## src/logic/nand_lun_feat_pkg.sv

```systemverilog
// constants, types and state codes for the per-unit feature register bank
// assumes one core clock and host cycles already in that clock domain
package nand_lun_feat_pkg;
	// command opcodes opening a per-unit feature access
	localparam logic [7:0] CMD_GET_LUN = 8'h1a;
	localparam logic [7:0] CMD_SET_LUN = 8'h1b;
	// unit selector values
	localparam logic [7:0] LUN0_SEL = 8'h00;
	localparam logic [7:0] LUN1_SEL = 8'h01;
	localparam int LUN_COUNT = 2;
	// feature addresses
	localparam logic [7:0] FEAT_PIN_FUNC = 8'h05;
	localparam logic [7:0] FEAT_DUTY = 8'h20;
	localparam logic [7:0] FEAT_RX_TRAIN = 8'h21;
	// parameter byte indices and the last one
	localparam logic [1:0] BYTE0 = 2'h0;
	localparam logic [1:0] BYTE1 = 2'h1;
	localparam logic [1:0] BYTE2 = 2'h2;
	localparam logic [1:0] BYTE3 = 2'h3;
	// field bit positions
	localparam int PIN_FUNC_BIT = 6;
	localparam int EXPL_BIT = 0;
	localparam int IMPL_BIT = 1;
	localparam int DUTY_FACT_BIT = 2;
	localparam int RX_FACT_BIT = 0;
	localparam int EVERY_BIT = 1;
	// read-only training geometry and optional features
	localparam logic [3:0] WT_SIZE_CODE = 4'hf;
	localparam logic RT_PAT_LONG = 1'b1;
	localparam logic DUTY_FACTORY_SUP = 1'b1;
	localparam logic EVERY_UNIT_SUP = 1'b1;
	// per data line centering status codes
	localparam logic [1:0] CENTER_OK = 2'b00;
	localparam logic [1:0] CENTER_SLOW = 2'b01;
	localparam logic [1:0] CENTER_FAST = 2'b10;
	localparam logic [1:0] CENTER_UNKNOWN = 2'b11;
	// one host bus cycle
	typedef struct packed {
		logic cmd;
		logic addr;
		logic wr;
		logic rd;
		logic [7:0] value;
	} host_cycle_s;
	// per-unit configuration
	typedef struct packed {
		logic on_die_termination_function;
		logic explicit_duty_training_enable;
		logic implicit_duty_training_enable;
		logic duty_factory;
		logic rx_factory;
		logic every_unit_training_option;
	} lun_cfg_s;
	localparam lun_cfg_s CFG_RST = '0;
	typedef enum logic [1:0] {ST_IDLE, ST_LUN, ST_FEAT, ST_DATA} seq_state_e;
endpackage : nand_lun_feat_pkg

```

## src/logic/nand_per_lun_feature_regs.sv

```systemverilog
// per-unit feature register bank behind host command/address/data cycles
// assumes host cycles and training inputs are in the core clock domain
`timescale 1ns/10ps
module nand_per_lun_feature_regs (
	input wire logic i_core_clk,
	input wire logic i_rst_n,
	input wire nand_lun_feat_pkg::host_cycle_s i_cycle,
	input wire logic [15:0] i_line_status [nand_lun_feat_pkg::LUN_COUNT],
	input wire logic i_train_start,
	input wire logic [7:0] i_train_lun,
	output nand_lun_feat_pkg::lun_cfg_s o_cfg [nand_lun_feat_pkg::LUN_COUNT],
	output logic [7:0] o_rdata,
	output logic o_rdata_valid,
	output logic [1:0] o_train_go
);
	// ----------------------------------------
	// sequence state
	// ----------------------------------------
	nand_lun_feat_pkg::seq_state_e state; // access phase
	nand_lun_feat_pkg::seq_state_e next_state;
	logic is_set; // access writes parameters
	logic [7:0] lun_q; // latched unit selector
	logic [7:0] feat_q; // latched feature address
	logic [1:0] idx; // parameter byte index
	nand_lun_feat_pkg::lun_cfg_s cfg [nand_lun_feat_pkg::LUN_COUNT];
	logic [1:0] go_req; // per-unit training request

	// decode of the incoming cycle
	wire is_get_cmd = i_cycle.cmd && i_cycle.value == nand_lun_feat_pkg::CMD_GET_LUN;
	wire is_set_cmd = i_cycle.cmd && i_cycle.value == nand_lun_feat_pkg::CMD_SET_LUN;
	wire lun_ok = lun_q == nand_lun_feat_pkg::LUN0_SEL || lun_q == nand_lun_feat_pkg::LUN1_SEL;
	wire lun_bit = lun_q[0];
	wire data_phase = state == nand_lun_feat_pkg::ST_DATA;
	wire wr_hit = data_phase && is_set && i_cycle.wr && lun_ok;
	wire rd_hit = data_phase && !is_set && i_cycle.rd;
	wire byte_step = data_phase && (is_set ? i_cycle.wr : i_cycle.rd);

	// next phase: unit address strictly before feature address
	always_comb begin
		next_state = state;
		unique case (state)
			nand_lun_feat_pkg::ST_IDLE: begin
				if (is_get_cmd || is_set_cmd) next_state = nand_lun_feat_pkg::ST_LUN;
			end
			nand_lun_feat_pkg::ST_LUN: begin
				if (i_cycle.addr) next_state = nand_lun_feat_pkg::ST_FEAT;
			end
			nand_lun_feat_pkg::ST_FEAT: begin
				if (i_cycle.addr) next_state = nand_lun_feat_pkg::ST_DATA;
			end
			nand_lun_feat_pkg::ST_DATA: begin
				if (byte_step && idx == nand_lun_feat_pkg::BYTE3) next_state = nand_lun_feat_pkg::ST_IDLE;
			end
		endcase
		// a new get or set command restarts any access; any other command ends it
		if (i_cycle.cmd) next_state = (is_get_cmd || is_set_cmd) ? nand_lun_feat_pkg::ST_LUN : nand_lun_feat_pkg::ST_IDLE;
	end

	// phase register
	always_ff @(posedge i_core_clk) begin
		if (!i_rst_n) state <= nand_lun_feat_pkg::ST_IDLE;
		else state <= next_state;
	end

	// direction, unit and feature latches
	always_ff @(posedge i_core_clk) begin
		if (!i_rst_n) begin
			is_set <= 1'b0;
			lun_q <= 8'h00;
			feat_q <= 8'h00;
		end else begin
			if (i_cycle.cmd) is_set <= is_set_cmd;
			if (state == nand_lun_feat_pkg::ST_LUN && i_cycle.addr) lun_q <= i_cycle.value;
			if (state == nand_lun_feat_pkg::ST_FEAT && i_cycle.addr) feat_q <= i_cycle.value;
		end
	end

	// byte index, counting from byte 0 upward
	always_ff @(posedge i_core_clk) begin
		if (!i_rst_n) idx <= nand_lun_feat_pkg::BYTE0;
		else if (state == nand_lun_feat_pkg::ST_FEAT) idx <= nand_lun_feat_pkg::BYTE0;
		else if (byte_step) idx <= idx + 2'h1;
	end

	// ----------------------------------------
	// writable fields
	// ----------------------------------------
	wire w_pin = wr_hit && feat_q == nand_lun_feat_pkg::FEAT_PIN_FUNC && idx == nand_lun_feat_pkg::BYTE3;
	wire w_duty = wr_hit && feat_q == nand_lun_feat_pkg::FEAT_DUTY && idx == nand_lun_feat_pkg::BYTE0;
	wire w_rx = wr_hit && feat_q == nand_lun_feat_pkg::FEAT_RX_TRAIN && idx == nand_lun_feat_pkg::BYTE0;

	// one field set per unit; reserved and read-only bits are dropped
	generate
		for (genvar l = 0; l < nand_lun_feat_pkg::LUN_COUNT; l++) begin : g_lun
			wire mine = lun_bit == 1'(l);
			always_ff @(posedge i_core_clk) begin
				if (!i_rst_n) cfg[l] <= nand_lun_feat_pkg::CFG_RST;
				else begin
					if (w_pin && mine) begin
						cfg[l].on_die_termination_function <= i_cycle.value[nand_lun_feat_pkg::PIN_FUNC_BIT];
					end
					if (w_duty && mine) begin
						cfg[l].explicit_duty_training_enable <= i_cycle.value[nand_lun_feat_pkg::EXPL_BIT];
						cfg[l].implicit_duty_training_enable <= i_cycle.value[nand_lun_feat_pkg::IMPL_BIT];
						cfg[l].duty_factory <= i_cycle.value[nand_lun_feat_pkg::DUTY_FACT_BIT]
							& nand_lun_feat_pkg::DUTY_FACTORY_SUP;
					end
					if (w_rx && mine) begin
						cfg[l].rx_factory <= i_cycle.value[nand_lun_feat_pkg::RX_FACT_BIT];
						cfg[l].every_unit_training_option <= i_cycle.value[nand_lun_feat_pkg::EVERY_BIT]
							& nand_lun_feat_pkg::EVERY_UNIT_SUP;
					end
				end
			end
			// training go request: addressed unit, or every-unit option set
			assign go_req[l] = i_train_start && (i_train_lun == 8'(l)
				|| cfg[l].every_unit_training_option);
			assign o_cfg[l] = cfg[l];
		end
	endgenerate

	// training go register, one process owns the whole vector
	always_ff @(posedge i_core_clk) begin
		if (!i_rst_n) o_train_go <= 2'h0;
		else o_train_go <= go_req;
	end

	// ----------------------------------------
	// read path
	// ----------------------------------------
	nand_lun_feat_pkg::lun_cfg_s rc;
	assign rc = cfg[lun_bit];
	wire [31:0] w05 = {1'b0, rc.on_die_termination_function, 6'h00, 24'h000000};
	wire [31:0] w20 = {8'h00, 3'h0, nand_lun_feat_pkg::RT_PAT_LONG, nand_lun_feat_pkg::WT_SIZE_CODE,
		8'h00, 5'h00, rc.duty_factory, rc.implicit_duty_training_enable, rc.explicit_duty_training_enable};
	wire [31:0] w21 = {8'h00, i_line_status[lun_bit],
		6'h00, rc.every_unit_training_option, rc.rx_factory};
	wire [31:0] rd_word = !lun_ok ? 32'h0 :
		feat_q == nand_lun_feat_pkg::FEAT_PIN_FUNC ? w05 :
		feat_q == nand_lun_feat_pkg::FEAT_DUTY ? w20 :
		feat_q == nand_lun_feat_pkg::FEAT_RX_TRAIN ? w21 : 32'h0;
	wire [7:0] rd_byte = rd_word[{idx, 3'b000} +: 8];

	// read data register, one byte per read strobe
	always_ff @(posedge i_core_clk) begin
		if (!i_rst_n) begin
			o_rdata <= 8'h00;
			o_rdata_valid <= 1'b0;
		end else begin
			o_rdata_valid <= rd_hit;
			if (rd_hit) o_rdata <= rd_byte;
		end
	end
endmodule : nand_per_lun_feature_regs

```

## config.mk

```make
export PLATFORM = sky130hd
export DESIGN_NAME = nand_per_lun_feature_regs
export DESIGN_NICKNAME = d
export VERILOG_FILES = /design/src/logic/nand_lun_feat_pkg.sv /design/src/logic/nand_per_lun_feature_regs.sv
export SDC_FILE = /design/constraint.sdc
export NUM_CORES = 1
export LEC_CHECK = 0
export BUFFER_PORTS_ARGS = -buffer_cell sky130_fd_sc_hd__buf_2
export CAP_MARGIN = 10
export CORE_ASPECT_RATIO = 1.1
export CORE_MARGIN = 1
export CORE_UTILIZATION = 35
export CTS_BUF_LIST = sky130_fd_sc_hd__clkbuf_4 sky130_fd_sc_hd__clkbuf_8
export DETAILED_ROUTE_END_ITERATION = 16
export HOLD_SLACK_MARGIN = 0.12
export PLACE_DENSITY = 0.55
export SLEW_MARGIN = 20
export SYNTH_ARGS = -nofsm -noshare
export SYNTH_HDL_FRONTEND = slang
export SYNTH_SLANG_ARGS = --single-unit
```

## constraint.sdc

```tcl
create_clock -name i_core_clk -period 2.7 [get_ports i_core_clk]
set_input_delay 0 -clock i_core_clk [delete_from_list [all_inputs] [get_ports i_core_clk]]
set_output_delay 0 -clock i_core_clk [all_outputs]
set_load 0.05 [all_outputs]
```

After elaboration in Yosys (flattened, before gate mapping)
Memories as Yosys holds them, arrays and structs flattened. A register that Yosys moved wholly into a read port is not among the register bits.
Cells that the tools add are included.
{"block": "classes", "add_sub_neg": 1, "n_lt_le_gt_ge": 1, "n_eq_ne": 15, "shifts": 1, "n_mux": 48, "n_bitwise": 15, "reduce_logical": 36}
{"operator": "31-bit 2-to-1 mux", "count": 2}
{"operator": "16-bit 2-to-1 mux", "count": 3}
{"operator": "24-bit 2-to-1 mux", "count": 2}
{"operator": "1-bit 2-to-1 mux", "count": 35}
{"operator": "32-bit by 6-bit variable part select with 8-bit output", "count": 1}
{"operator": "1-bit logical AND", "count": 25}
{"operator": "8-bit by 1-bit equality test with 1-bit output, second input constant", "count": 2}
{"operator": "8-bit by 5-bit equality test with 1-bit output, second input constant", "count": 2}
{"operator": "8-bit by 6-bit equality test with 1-bit output, second input constant", "count": 2}
{"operator": "8-bit logical NOT", "count": 2}
{"operator": "1-bit OR", "count": 12}
{"operator": "2-bit 2-to-1 mux", "count": 5}
{"operator": "3-bit inequality test, second input constant", "count": 3}
{"operator": "8-bit by 3-bit equality test with 1-bit output, second input constant", "count": 1}
{"operator": "2-bit case mux with 4 select lines", "count": 1}
{"operator": "2-bit equality test, second input constant", "count": 3}
{"operator": "2-bit logical NOT", "count": 2}
{"operator": "1-bit logical OR", "count": 4}
{"operator": "4-bit AND reduction", "count": 1}
{"operator": "3-bit by 2-bit inequality test with 1-bit output, second input constant", "count": 1}
{"operator": "2-bit by 1-bit adder with 2-bit output, second input constant", "count": 1}
{"operator": "2-bit by 1-bit equality test with 1-bit output, second input constant", "count": 1}
{"operator": "2-bit greater-or-equal comparator, second input constant", "count": 1}
{"operator": "1-bit inverter", "count": 2}
{"operator": "other kinds (3)", "count": 3}
{"block": "word_totals", "register_bits": 32, "ram_bits": 12, "input_bits": 55, "mem_count": 1}
{"memory": "cfg", "words": 2, "width": 6, "read_ports": 3, "rd_clocked_by_memory_dff": 1, "wr": 2, "line": "nand_per_lun_feature_regs.sv:25", "text": "nand_lun_feat_pkg::lun_cfg_s cfg [nand_lun_feat_pkg::LUN_COUNT];"}

Depth between registers and ports, before layout
{"block": "logic_depth", "word_depth": 11, "depth_mapped": 7}

Worst setup path after synthesis
Ideal clock, no wire load.
{"block": "synth_timing", "kind": "register to register", "startpoint": "reg feat_q[6]", "endpoint": "mem cfg[0][2] (netlist bit), enable pin", "setup_time_ns": 0.324, "t_arrival_ns": 1.685, "t_required_ns": 2.376, "slack_ns": 0.691, "path_stages_with_launch": 6, "path_buffers": 1, "synth_period_minus_slack_ns": 2.009, "path_cell_list": "dfxtp_1 or4_4 nor4_4 buf_6 nand4b_4 o21ai_1"}
{"element": "start, declared", "line": "nand_per_lun_feature_regs.sv:23", "text": "logic [7:0] feat_q;"}
{"element": "start signal, assigned", "line": "nand_per_lun_feature_regs.sv:74", "text": "if (state == nand_lun_feat_pkg::ST_FEAT && i_cycle.addr) feat_q <= i_cycle.value;"}
{"element": "end, declared", "line": "nand_per_lun_feature_regs.sv:25"}

==> metrics <==
synth warn=0; final setup TNS=0 ns; Setup Skew=0.007213 ns; routed len/inst=15.12 um; DRT Pass-1 Iters=4; Layout fillers=between 600 and 700; Gate Count Post-Synth=between 200 and 300; area leader, netlist=dfxtp_1; Die W=between 80 and 90 um; power density over the cells=421.4 mW/mm^2; launch point of the worst path=feat_q[6]; async set or reset register ratio after synthesis=0%; flops & latches, synth=45; Post-synth EDFFs=12; critical-path cell list=or4_4 -> nor4_4 -> nand4b_4 -> o21ai_1; Post-Syn Nets=337; Startpoint Class=flip-flop; root buffer cell=clkbuf_8; design internal power=0.001010 W; CTS tree=built; Reg power frac=52.8%; Worst EP required=approximately 2.7 ns; most common cell after layout, fill and taps aside=buf_2; vias in the first global route=2318; register-to-register setup slack=0.55 ns; clock network power share=between 30% and 40%; CP endpoint kind=flip-flop; DIE AREA=0.007401 mm^2; Cell Rows=31; fmax=around 470 MHz; layout cell share with drive strength beyond 1=between 20% and 30%; mean number of vias per cell=5.258; # port buffers=77; Hold Crit Class=input port to flip-flop; switching portion of total power=25.25%; Crit Path Class=flip-flop to flip-flop; Final Max Slew Viols=0; initial antenna violation count=0; DRT Wirelength=6.790 mm; All-Layer GR Usage=between 10% and 20%; static leakage=1.319 nW; Max Cap Violations=0; post-synth top area share=roughly a quarter; Cell Area, Synth=0.002471 mm^2; Worst-Margin Slew=0.7882 ns; critical path's largest stage delay=0.56 ns; IO Pins=78; period utilization=79.60%; Mapped Avg Cell Area=8.986 um^2; reg2reg path depth=4; postcts setup bufs=0; outcome=finished clean; Inserted Diodes=0; initial DRC count=72; Final nets=428; Layout Area Growth over Synthesis=29.77%; Crit path depth=4; Final ANT Viol Nets=0; CP endpoint=cfg[1][2]; Clock Pin Slew Worst Setup and Hold Paths=about 0.090 ns; crit path max fanout=8; Overflow after GRT=0; Slew HR=between 40 and 50%; Synth Flop Type=dfxtp_1; sequential share of the synthesized area=41.32%; Die Ht=90.13 um; Crit Reg-Reg Startpoint=feat_q[6]; Reg2Reg Capture Point=cfg[1][2]; deepest clock path buffer count=2; Core Util, Final=roughly 48%; number of buffers created by CTS=5; Final GP Congestion=between 0.7 and 0.8; unrepaired setup endpoints after global routing=false; Switch Pwr=~0.00034 W; Hold Vio Cnt, Final=0; top post-synthesis cells by area=dfxtp_1 27%, edfxtp_1 15%, mux2i_1 8.5%, a21oi_1 6.1%, nand2_1 4.6%; global-route wire length before repair=11.07 mm; setup violators final=0; Initial Util=between 30% and 40%; Core ar.=0.006710 mm^2; most frequent cells in the layout=77 x buf_2, 33 x dfxtp_1, 30 x nand2_1, 30 x a21oi_1; combinational share of power=between 10% and 20%; largest net degree at the start of global routing=21; Clock Sinks=45; CTS H-tree depth=2; Crit-path slowest cell=or4_4; Peak VDD IR=0.1658 mV; Detail Placement HPWL=5.048 mm; Critical Path AT=2.14 ns; Synth cell types=52; Crit path max-delay family=simple AND/OR/NAND/NOR gates; CP bufs+invs=0; Clk Latency, worst-skew pair=0.30 ns; vias=2361; minimum clock period=2.149 ns; DRC viols=0
per-layer routing:
metal / GRT usage (%) / wire (um) / vias up / part of all wire, %
met3: 3.147 / 264 / 9 / 3.9
li1: - / - / 1185 / -
met5: 0 / 0 / - / 0
met1: 23.64 / 3000 / 1110 / 44
met2: 34.02 / 3418 / 57 / 50
met4: 5.994 / 107 / 0 / 1.6
final cells by class:
type	instances	area, um^2	area share [%]
multi-input cells	204	1343	41.87
clock buffers	8	97.59	3.043
well taps	82	102.6	3.199
inverters	10	37.54	1.171
repair buffers	100	605.6	18.88
flip-flops and latches	45	1021	31.84
sequential cells by signal, summed over array words and instances (netlist names), named ones only:
register / count
o_train_go: 2
is_set: 1
cfg: 12
o_rdata_valid: 1
idx: 2
o_rdata: 8
feat_q: 8
state: 2
lun_q: 8
worst min path at each step:
stage,to,cells past startpoint,slack (ns),startpoint
global placement,o_train_go[1],3,0.26,i_train_lun[0]
floorplan,o_rdata_valid,2,0.14,i_rst_n
detailed placement,o_train_go[1],3,0.26,i_train_lun[0]
finish,o_rdata[4],5,0.17,i_line_status[28]
CTS,o_rdata[4],5,0.17,i_line_status[28]
global route,o_rdata[4],5,0.22,i_line_status[28]
kinds of logic after synthesis:
kind of cell | count (synthesis) | share of synthesized area, %
flip-flops | 45 | 41.32
AND/OR/NAND/NOR | 115 | 26.43
AO/OA/AOI/OAI | 58 | 14.13
buffers and inverters | 26 | 4.355
multiplexers | 23 | 9.873
adder cells (fa/ha/maj) | 7 | 3.544
XOR/XNOR | 1 | 0.3545
power by group through the flow:
stage	sequential (W)	clock, W	combinational [W]
after global routing	0.000715	0.000491	0.000197
final	0.000713	0.000459	0.000179
after detailed placement	0.000729	0	0.000161
after floorplan	0.000749	0	0.0000689
after CTS	0.000713	0.000467	0.000179
after global placement	0.000729	0	0.000160
metrics by stage:
stage               hold WS [ns]  instances  setup slack (ns)   power, W  cell area (um^2)
CTS                       0.1669        449            0.5477   0.001360              3207
finish                    0.1662        449            0.5507   0.001351              3207
detailed placement        0.2552        422            0.5543  0.0008897              2919
global placement          0.2599        422            0.5889  0.0008893              2919
floorplan                 0.1401        275            0.6909  0.0008183              2471
global route              0.2196        449            0.4075   0.001403              3207
synth_stat cells, drive strengths merged (4+ instances only):
cell type  number
a21oi          30
a32o            4
buf             5
clkbuf         11
dfxtp          33
edfxtp         12
ha              7
inv            10
mux2i          21
nand2          30
nand3          22
nand4           4
nor2           22
nor4            6
o21ai           9
or4             5
tightest hold or removal path, delay by kind of cell:
kind | cells | cell delay [ns]
compound gates | 3 | 0.30
buf+inv | 1 | 0.07
mux | 1 | 0.06
timing repair:
item | in CTS | in global routing
hold endpoints to repair | 24 | 0
gates resized for setup | 0 | 0
hold buffers | 19 | 0
(Power assumes the default switching activity.)
